===== src/timer0_pkg.sv =====
// Purpose: Shared constants and types for the 8-bit timer/counter.
// Assumes: i_clk is the oscillator clock; four clocks form one instruction.
// Notes: Field layout of cfg_t follows the configuration bit order.
package timer0_pkg;

  // ==========================================================
  // Timing
  // ==========================================================
  localparam int CLK_PERIOD_NS = 100;
  localparam int INSTR_PERIOD_NS = 400;
  localparam int CLKS_PER_INSTR = INSTR_PERIOD_NS / CLK_PERIOD_NS;
  localparam logic [1:0] INHIBIT_INSTR = 2'h2;

  // ==========================================================
  // Widths and values
  // ==========================================================
  localparam int COUNT_W = 8;
  localparam int PRESC_W = 8;
  localparam logic [7:0] COUNT_MAX = 8'hff;
  localparam logic [7:0] COUNT_RST = 8'h00;
  localparam logic [7:0] COUNT_ONE = 8'h01;
  localparam logic [PRESC_W-1:0] PRESC_RST = 8'h00;
  localparam logic [1:0] INHIBIT_NONE = 2'h0;
  localparam logic [1:0] INHIBIT_STEP = 2'h1;

  // Internal phase clocks, Gray coded
  typedef enum logic [1:0] {
    PH_ONE = 2'h0,
    PH_TWO = 2'h1,
    PH_THREE = 2'h3,
    PH_FOUR = 2'h2
  } phase_t;

  // Configuration bits from the core
  typedef struct packed {
    logic clock_source_select;
    logic count_edge_select;
    logic prescaler_assign;
    logic [2:0] prescale_rate_field;
  } cfg_t;

endpackage


===== src/timer0_prescaler.sv =====
// Purpose: Shared divide-by-2^n prescaler for counter or watchdog.
// Assumes: i_step is a one-cycle event on the i_clk domain.
// Notes: Count is not visible outside, only the divided outputs.
`timescale 1ns/100ps
module timer0_prescaler (
  // Clock and reset
  input wire logic i_clk,
  input wire logic i_rst_n,
  // Control
  input wire logic i_step,
  input wire logic i_clear,
  input wire logic [2:0] i_rate,
  // Divided outputs
  output logic o_level,
  output logic o_watchdog_pulse
);

  typedef struct packed {
    logic [timer0_pkg::PRESC_W-1:0] cnt;
  } presc_st_t;

  localparam int PRESC_W = timer0_pkg::PRESC_W;

  presc_st_t st_ff;
  presc_st_t nxt_st;
  logic [timer0_pkg::PRESC_W-1:0] mask;

  // ==========================================================
  // Ripple stages modelled as one synchronous binary count
  // ==========================================================
  always_comb begin
    nxt_st = st_ff;
    if (i_clear) begin
      nxt_st.cnt = timer0_pkg::PRESC_RST;
    end else if (i_step) begin
      nxt_st.cnt = st_ff.cnt + timer0_pkg::COUNT_ONE;
    end
  end

  always_ff @(posedge i_clk or negedge i_rst_n) begin
    if (!i_rst_n) begin
      st_ff <= '{cnt: timer0_pkg::PRESC_RST};
    end else begin
      st_ff <= nxt_st;
    end
  end

  // Stage output is a square wave: equal high and low times
  assign o_level = st_ff.cnt[i_rate];
  // Watchdog ratio is one stage shorter: 000 gives 1:1
  assign mask = PRESC_W'((9'h001 << i_rate) - 9'h001);
  assign o_watchdog_pulse = i_step && ((st_ff.cnt & mask) == mask);
endmodule


===== src/timer0_counter.sv =====
// Purpose: 8-bit timer/counter with prescaler shared with the watchdog.
// Assumes: i_clk is the oscillator clock at 10 MHz, four per instruction.
// Notes: External input is a pin; it is synchronised before any use.
`timescale 1ns/100ps
module timer0_counter (
  // Clock and reset
  input wire logic i_clk,
  input wire logic i_nrst,
  // Core side
  input wire timer0_pkg::cfg_t i_cfg,
  input wire logic i_count_write,
  input wire logic [7:0] i_count_wdata,
  input wire logic i_flag_clear,
  input wire logic i_overflow_irq_enable,
  input wire logic i_sleep,
  // Watchdog side
  input wire logic i_watchdog_tick,
  output logic o_watchdog_prescaled,
  // Port bit four
  input wire logic i_porta_bit_four_pin,
  input wire logic i_porta_bit_four_latch,
  input wire logic i_porta_bit_four_dir_in,
  output logic o_porta_bit_four_out,
  output logic o_porta_bit_four_oe,
  // Status
  output logic [7:0] o_count_value,
  output logic o_overflow_flag,
  output logic o_irq_request
);

  typedef struct packed {
    logic [1:0] pin_sync;
    timer0_pkg::phase_t phase;
    logic ext_prev;
    logic samp;
    logic inc_pend;
    logic [1:0] inhibit;
    logic [7:0] count;
    logic flag;
    logic irq;
    logic watchdog_pulse;
    logic port_oe;
  } st_t;

  localparam st_t ST_RST = '{
    pin_sync: 2'h0, phase: timer0_pkg::PH_ONE, ext_prev: 1'b0,
    samp: 1'b0, inc_pend: 1'b0, inhibit: timer0_pkg::INHIBIT_NONE,
    count: timer0_pkg::COUNT_RST, flag: 1'b0, irq: 1'b0,
    watchdog_pulse: 1'b0, port_oe: 1'b0};

  st_t st_ff;
  st_t nxt_st;
  logic [1:0] rst_sync_ff;
  logic rst_n;
  logic ext_level;
  logic to_counter;
  logic direct;
  logic instr_tick;
  logic sample_en;
  logic src_step;
  logic presc_step;
  logic presc_level;
  logic presc_watchdog;
  logic level;
  logic inc;

  // ==========================================================
  // Reset release
  // ==========================================================
  always_ff @(posedge i_clk or negedge i_nrst) begin
    if (!i_nrst) begin
      rst_sync_ff <= 2'h0;
    end else begin
      rst_sync_ff <= {rst_sync_ff[0], 1'b1};
    end
  end
  assign rst_n = rst_sync_ff[1];

  // ==========================================================
  // Source selection and prescaler
  // ==========================================================
  // Inverting the level turns falling edges into rising ones
  assign ext_level = st_ff.pin_sync[1] ^ i_cfg.count_edge_select;
  assign to_counter = !i_cfg.prescaler_assign;
  assign direct = !i_cfg.clock_source_select && !to_counter;
  assign instr_tick = st_ff.phase == timer0_pkg::PH_FOUR;
  assign sample_en = (st_ff.phase == timer0_pkg::PH_TWO) ||
                     (st_ff.phase == timer0_pkg::PH_FOUR);
  assign src_step = i_cfg.clock_source_select ?
                    (ext_level && !st_ff.ext_prev) : instr_tick;
  assign presc_step = to_counter ? src_step : i_watchdog_tick;

  // Only divided outputs leave the prescaler; no software path
  timer0_prescaler i_timer0_prescaler (
    .i_clk(i_clk),
    .i_rst_n(rst_n),
    .i_step(presc_step),
    .i_clear(i_count_write && to_counter),
    .i_rate(i_cfg.prescale_rate_field),
    .o_level(presc_level),
    .o_watchdog_pulse(presc_watchdog)
  );

  assign level = to_counter ? presc_level : ext_level;
  // Sleep gates sampling and the increment, so no overflow can occur there
  assign inc = st_ff.inc_pend && (st_ff.inhibit == timer0_pkg::INHIBIT_NONE)
               && !i_sleep;

  // ==========================================================
  // Next state
  // ==========================================================
  always_comb begin
    nxt_st = st_ff;
    nxt_st.pin_sync = {st_ff.pin_sync[0], i_porta_bit_four_pin};
    nxt_st.ext_prev = ext_level;
    case (st_ff.phase)
      timer0_pkg::PH_ONE: nxt_st.phase = timer0_pkg::PH_TWO;
      timer0_pkg::PH_TWO: nxt_st.phase = timer0_pkg::PH_THREE;
      timer0_pkg::PH_THREE: nxt_st.phase = timer0_pkg::PH_FOUR;
      timer0_pkg::PH_FOUR: nxt_st.phase = timer0_pkg::PH_ONE;
      default: nxt_st.phase = timer0_pkg::PH_ONE;
    endcase
    if (sample_en && !i_sleep) begin
      nxt_st.samp = level;
    end
    // Increment lands one cycle after the sampling edge
    if (direct) begin
      nxt_st.inc_pend = instr_tick;
    end else begin
      nxt_st.inc_pend = sample_en && !i_sleep && level && !st_ff.samp;
    end
    if (instr_tick && (st_ff.inhibit != timer0_pkg::INHIBIT_NONE)) begin
      nxt_st.inhibit = st_ff.inhibit - timer0_pkg::INHIBIT_STEP;
    end
    if (i_count_write) begin
      nxt_st.count = i_count_wdata;
      nxt_st.inhibit = timer0_pkg::INHIBIT_INSTR;
    end else if (inc) begin
      nxt_st.count = st_ff.count + timer0_pkg::COUNT_ONE;
    end
    // Set beats a clear arriving in the same cycle
    nxt_st.flag = (st_ff.flag && !i_flag_clear) ||
      (inc && !i_count_write && st_ff.count == timer0_pkg::COUNT_MAX);
    nxt_st.irq = nxt_st.flag && i_overflow_irq_enable;
    nxt_st.watchdog_pulse = presc_watchdog && !to_counter;
    // Open drain: drives only a low level, never high
    nxt_st.port_oe = !i_porta_bit_four_dir_in &&
                     !i_porta_bit_four_latch;
  end

  always_ff @(posedge i_clk or negedge rst_n) begin
    if (!rst_n) begin
      st_ff <= ST_RST;
    end else begin
      st_ff <= nxt_st;
    end
  end

  assign o_count_value = st_ff.count;
  assign o_overflow_flag = st_ff.flag;
  assign o_irq_request = st_ff.irq;
  assign o_watchdog_prescaled = st_ff.watchdog_pulse;
  assign o_porta_bit_four_out = 1'b0;
  assign o_porta_bit_four_oe = st_ff.port_oe;
endmodule


===== config.mk =====
export PLATFORM = sky130hd
export DESIGN_NAME = timer0_counter
export DESIGN_NICKNAME = d
export VERILOG_FILES = /design/src/timer0_pkg.sv /design/src/timer0_prescaler.sv /design/src/timer0_counter.sv
export SDC_FILE = /design/constraint.sdc
export NUM_CORES = 1
export LEC_CHECK = 0
export BUFFER_PORTS_ARGS = -buffer_cell sky130_fd_sc_hd__clkbuf_2
export CAP_MARGIN = 20
export CORE_MARGIN = 2
export CORE_UTILIZATION = 30
export CTS_CLUSTER_DIAMETER = 200
export DETAILED_ROUTE_END_ITERATION = 6
export PLACE_DENSITY = 0.57
export SKIP_CTS_REPAIR_TIMING = 1
export SLEW_MARGIN = 10
export SYNTH_ARGS = -nofsm -noshare
export SYNTH_HDL_FRONTEND = slang
export SYNTH_SLANG_ARGS = --single-unit

===== constraint.sdc =====
create_clock -name i_clk -period 0.9 [get_ports i_clk]
set_input_delay 0.135 -clock i_clk [delete_from_list [all_inputs] [get_ports i_clk]]
set_output_delay 0.135 -clock i_clk [all_outputs]
set_load 0.01 [all_outputs]

Word-level counts from Yosys, hierarchy flattened:

Cells that the tools add are included.

* bits in registers: 31
* latch bits: 0
* RAM bits: 0
* memory bits (read-only): 0
* input bits: 24
* output and inout bits: 13
* logic and storage cells: 72
* memories: 0

* add/subtract/negate cells: 4
* multipliers: 0
* div/mod/pow operators: 0
* order comparisons: 1
* equal/unequal tests: 5
* shift operators: 1
* mux-type cells: 13
* bitwise gates (word level): 2
* reduce and logical (&&, ||, !) cells: 33

Operator list (count)
* 8-bit 2-to-1 mux: 4
* 8-bit by 1-bit adder with 8-bit output, second input constant: 2
* 1-bit logical AND: 16
* 1-bit zero test: 9
* 8-bit AND: 1
* 8-bit equality test: 1
* 8-bit equality test, second input constant: 1
* 2-bit one-hot mux with 4 select lines: 1
* 2-bit nonzero test: 4
* 1-bit by 3-bit left shift with 8-bit output, first input constant: 1
* 8-bit by 1-bit subtractor with 8-bit output, second input constant: 1
* 1-bit 2-to-1 mux: 5
* 2-bit equality test, second input constant: 2
* 2-bit zero test: 2
* 3-bit by 4-bit less-than comparator with 1-bit output, second input constant: 1
* 2-bit 2-to-1 mux: 2
* 1-bit binary-select mux with 3-bit select: 1
* 2-bit by 1-bit equality test with 1-bit output, second input constant: 1
* 1-bit logical OR: 2
* 2-bit by 1-bit subtractor with 2-bit output, second input constant: 1
* 1-bit XOR: 1

Logic depth before layout (Yosys ltp):

* depth after elaboration: 7
* mapped depth: 8
* depth with buffers taken out: 7

Hierarchy:

From an unflattened synthesis, not the netlist that was laid out.

* cell total of the unflattened synthesis: 186
* area, all modules: 1824.2 um2

By module, submodules not included
* timer0_counter: times used 1, cells an instance 118, area an instance 1196.1 um2, sequential area each 575.6 um2
* timer0_prescaler: times used 1, cells an instance 68, area an instance 628.1 um2, sequential area each 200.2 um2

Worst setup path before layout:

No wires, ideal clock.

* path type: reg-to-reg
* start point: reg st_ff[17] (netlist bit)
* end point: reg i_timer0_prescaler.st_ff[5] (netlist bit)
* setup time: 0.077 ns
* arrival time: 1.596 ns
* data required time: 0.823 ns
* setup slack: -0.773 ns
* stages on the path, launching flop included: 7
* buffers on the path: 0
* period minus slack after synthesis: 1.673 ns
* path through: dfrtp_1 inv_1 ha_1 or2b_1 o211a_4 or4_1 a21oi_1

* longest elaborated chain between the ends: 4

Ends and longest elaborated chain
* from (decl): line timer0_counter.sv:51 `st_t st_ff;`
* from (signal assigned): line timer0_counter.sv:155 `st_ff <= nxt_st;`
* 2-bit equality test: line timer0_counter.sv:86 `assign instr_tick = st_ff.phase == timer0_pkg::PH_FOUR;`
* 1-bit 2-to-1 mux: line timer0_counter.sv:89 `assign src_step = i_cfg.clock_source_select ?`
* 1-bit 2-to-1 mux: line timer0_counter.sv:91 `assign presc_step = to_counter ? src_step : i_watchdog_tick;`
* 2-bit nonzero test (no line)
* to (signal assigned): line timer0_prescaler.sv:42 `st_ff <= '{cnt: timer0_pkg::PRESC_RST};`
* to (signal assigned): line timer0_prescaler.sv:44 `st_ff <= nxt_st;`
* to (decl): line timer0_prescaler.sv:24 `presc_st_t st_ff;`

Every way passes these cells.
A chain may end at the register's enable or synchronous reset.

Worst setup path in the final report:

* start point: reg st_ff[17] (netlist bit)
* end point: reg i_timer0_prescaler.st_ff[6] (netlist bit)

Same word-level chain as after synthesis.

==> impl_metrics.env <==
export IMPL_synth_nets=225
export IMPL_ys_ff_latch=31
export IMPL_worst_path_buf_inv=1
export IMPL_drv_cap=0
export IMPL_outcome="finished, violations left"
export IMPL_worst_slack_ps=-752
export IMPL_synth_area_per_cell_um2=9.40
export IMPL_power_density_nw_per_um2=1410
export IMPL_grt_usage_pct=13.9
export IMPL_avgRoutedWirePerCell_um=12.6
export IMPL_p_switching_mw=1.12
export IMPL_area_growth_pct=55.2
export IMPL_rsz0062_at_grt="yes"
export IMPL_drtIter0Drc=86
export IMPL_cp_required_ps=1120
export IMPL_htree_levels=2
export IMPL_crit_chain="inv_2, ha_4, or2b_1, o211a_4, or4_4, a21oi_2"
export IMPL_p_leak_nw=1.31
export IMPL_ys_flop_type="dfrtp_1"
export IMPL_postSynthCellCount=193
export IMPL_drive_gt1_share_pct=48.1
export IMPL_route_detailed_drc=0
export IMPL_fin_util_pct=47.9
export IMPL_holdCritPathClass="input port to flop"
export IMPL_clkTransAtPathRegs_ps=70
export IMPL_startpoint="st_ff[17]"
export IMPL_io_buffer_count=35
export IMPL_clock_sink_count=31
export IMPL_grt_max_degree=22
export IMPL_worst_ir_drop_vdd_mv=0.797
export IMPL_synthArstFlopShare_pct=100
export IMPL_p_sw_share_pct=28.2
export IMPL_diodes=0
export IMPL_p_int_mw=2.85
export IMPL_yosysWarnings=0
export IMPL_pwr_share_comb_pct=28.3
export IMPL_synth_distinct_cells=47
export IMPL_fillers=578
export IMPL_dr_pass1_iters=4
export IMPL_violations="negative setup slack"
export IMPL_grt_pass1_wl_um=7000
export IMPL_fin_nets=314
export IMPL_max_freq_ghz=0.605
export IMPL_hpwlAfterDp_um=3250
export IMPL_cts_root_buf="clkbuf_8"
export IMPL_r2r_end="i_timer0_prescaler.st_ff[6]"
export IMPL_skew_ps=4.38
export IMPL_via_per_inst=4.75
export IMPL_cts_tree="built"
export IMPL_p_clk_share_pct=30.7
export IMPL_finalCritPeriodShare_pct=184
export IMPL_reg2reg_depth=6
export IMPL_fp_coreArea_um2=5890
export IMPL_grt_antenna_before_repair=0
export IMPL_placementRows=28
export IMPL_cp_depth=6
export IMPL_synth_enable_flop_cells=0
export IMPL_grt_ovfl_total=0
export IMPL_cts_made_buffers=5
export IMPL_seq_power_share_pct=41.0
export IMPL_place_congestion=0.814
export IMPL_crit_path_end_kind="flop"
export IMPL_crit_fanout=5
export IMPL_endpoint="i_timer0_prescaler.st_ff[6]"
export IMPL_start_util_pct=30.8
export IMPL_cts_max_path_buffers=2
export IMPL_num_io_pins=37
export IMPL_syn_area_um2=1810
export IMPL_r2r_start="st_ff[17]"
export IMPL_antenna_left=0
export IMPL_vias=1700
export IMPL_reg2reg_setup_slack_ps=-750
export IMPL_die_y_um=81.8
export IMPL_ys_seq_area_share_pct=42.8
export IMPL_drv_slew=0
export IMPL_arrival_ps=1870
export IMPL_wl_um=4520
export IMPL_slowest_stage="or4_4"
export IMPL_crit_type="flop to flop"
export IMPL_critPathTopFamily="simple AND/OR/NAND/NOR gates"
export IMPL_cp_start_kind="flop"
export IMPL_clock_latency_ps=280
export IMPL_slowest_delay_ps=420
export IMPL_hold_depth=3
export IMPL_finalHoldViolCount=0
export IMPL_hp_start="i_count_wdata[4]"
export IMPL_place_ws_ps=-736
export IMPL_die_w_um=81.8
export IMPL_setup_viol=36
export IMPL_final_min_clock_period_ps=1650
export IMPL_first_global_vias=1544
export IMPL_dieArea_um2=6690
## cell type report
class	count	area (um^2)	area share (%)
repair buffers	98	747	26.5
multi-input cells	138	1070	37.9
flip-flops and latches	31	777	27.6
inverters	8	30.0	1.07
clock buffers	8	100	3.55
well taps	75	93.8	3.33
## power by group through the flow
stage	Combinational, mW	Clock (mW)	Sequential [mW]
final	1.12	1.22	1.63
after global routing	1.24	1.33	1.64
after CTS	0.944	1.26	1.62
after detailed placement	0.939	0	1.64
after global placement	0.923	0	1.65
after floorplan	0.460	0	1.67
## cells in the mapped netlist (2+ instances only)
cell,count,share of area (%)
dfrtp_1,31,43
nand2_1,20,4.1
o21ai_0,15,4.1
nor2_1,11,2.3
buf_4,9,3.7
ha_1,8,5.5
inv_1,8,1.7
nand2b_1,7,2.4
xnor2_1,7,3.4
mux2i_1,6,3.3
nand3_1,6,1.7
a21oi_1,5,1.4
nand4_1,5,1.7
a31oi_1,3,1.0
buf_2,3,0.83
clkbuf_1,3,0.62
nand3b_1,3,1.2
a21boi_0,2,0.83
a41o_1,2,1.1
and3_1,2,0.69
conb_1,2,0.41
nand4b_1,2,0.97
nor2b_1,2,0.69
nor3_1,2,0.55
nor3b_1,2,0.83
o211ai_1,2,0.83
o31ai_1,2,0.83
or2_2,2,0.69
or4_1,2,0.83
xor2_1,2,0.97
## through the flow
stage | cells | TNS, ps | power (mW) | hold WS [ps] | cell area (um^2)
finish | 358 | -13240 | 3.97 | 58.1 | 2820
detailed placement | 338 | -12270 | 2.58 | -76.8 | 2440
global placement | 338 | -11560 | 2.57 | -76.8 | 2440
global route | 358 | -16210 | 4.22 | 47.5 | 2820
floorplan | 193 | -9130 | 2.13 | -161 | 1900
CTS | 346 | -13810 | 3.82 | -381 | 2540
## kinds of logic (layout without fill, tap and decap cells)
group,after synthesis,in the layout,synth area share [%]
AO/OA/AOI/OAI,39,39,14.5
AND/OR/NAND/NOR,74,74,22.1
adder cells (fa/ha/maj),8,8,5.52
multiplexers,6,6,3.31
other,2,2,0.414
buffers and inverters,24,114,7.03
flip-flops,31,31,42.8
XOR/XNOR,9,9,4.35
## worst register-to-register path, cell delays in order (launching register included)
cell and delay (ps):
dfrtp_1 390, inv_2 80, ha_4 120, or2b_1 260, o211a_4 170, or4_4 420
a21oi_2 140
## routing by layer
layer  vias to the layer above  global-route usage, %  routed length (um)  part of all wire, %
met5                         -                      0                   0                    0
met4                         0                   5.00                  66                  1.5
met3                         6                   4.40                 249                  5.5
met2                        39                   21.8                2100                   46
met1                       805                   18.0                2110                   47
li1                        850                      -                   -                    -
## state kept, by name (all words and copies together) (netlist names)
signal,count
i_timer0_prescaler.st_ff,8
o_count_value,8
st_ff,8
rst_sync_ff,2
nxt_st,1
o_irq_request,1
o_overflow_flag,1
o_porta_bit_four_oe,1
o_watchdog_prescaled,1
## layout by cell type, fill, tap and decap left out, types with 4 or more instances in the layout
cell           instances
nand3_1                5
dfrtp_1               30
mux2i_1                6
clkbuf_2              28
nand4_1                5
ha_1                   4
o21ai_1                9
nand2b_1               6
xnor2_1                4
nor2_1                 9
nand2_1               20
inv_2                  4
o21ai_0                5
dlygate4sd3_1          4
buf_6                 19
clkbuf_8               7
buf_4                 47
inv_1                  4
## worst min-delay path by stage
stage / end / slack, ps
after global placement: rst_sync_ff[0] / -80
final: o_count_value[4] / 60
after CTS: rst_sync_ff[0] / -380
after global routing: o_count_value[4] / 50
after detailed placement: rst_sync_ff[0] / -80
after floorplan: rst_sync_ff[0] / -160
Note: power is estimated with default switching activity, not from simulation.
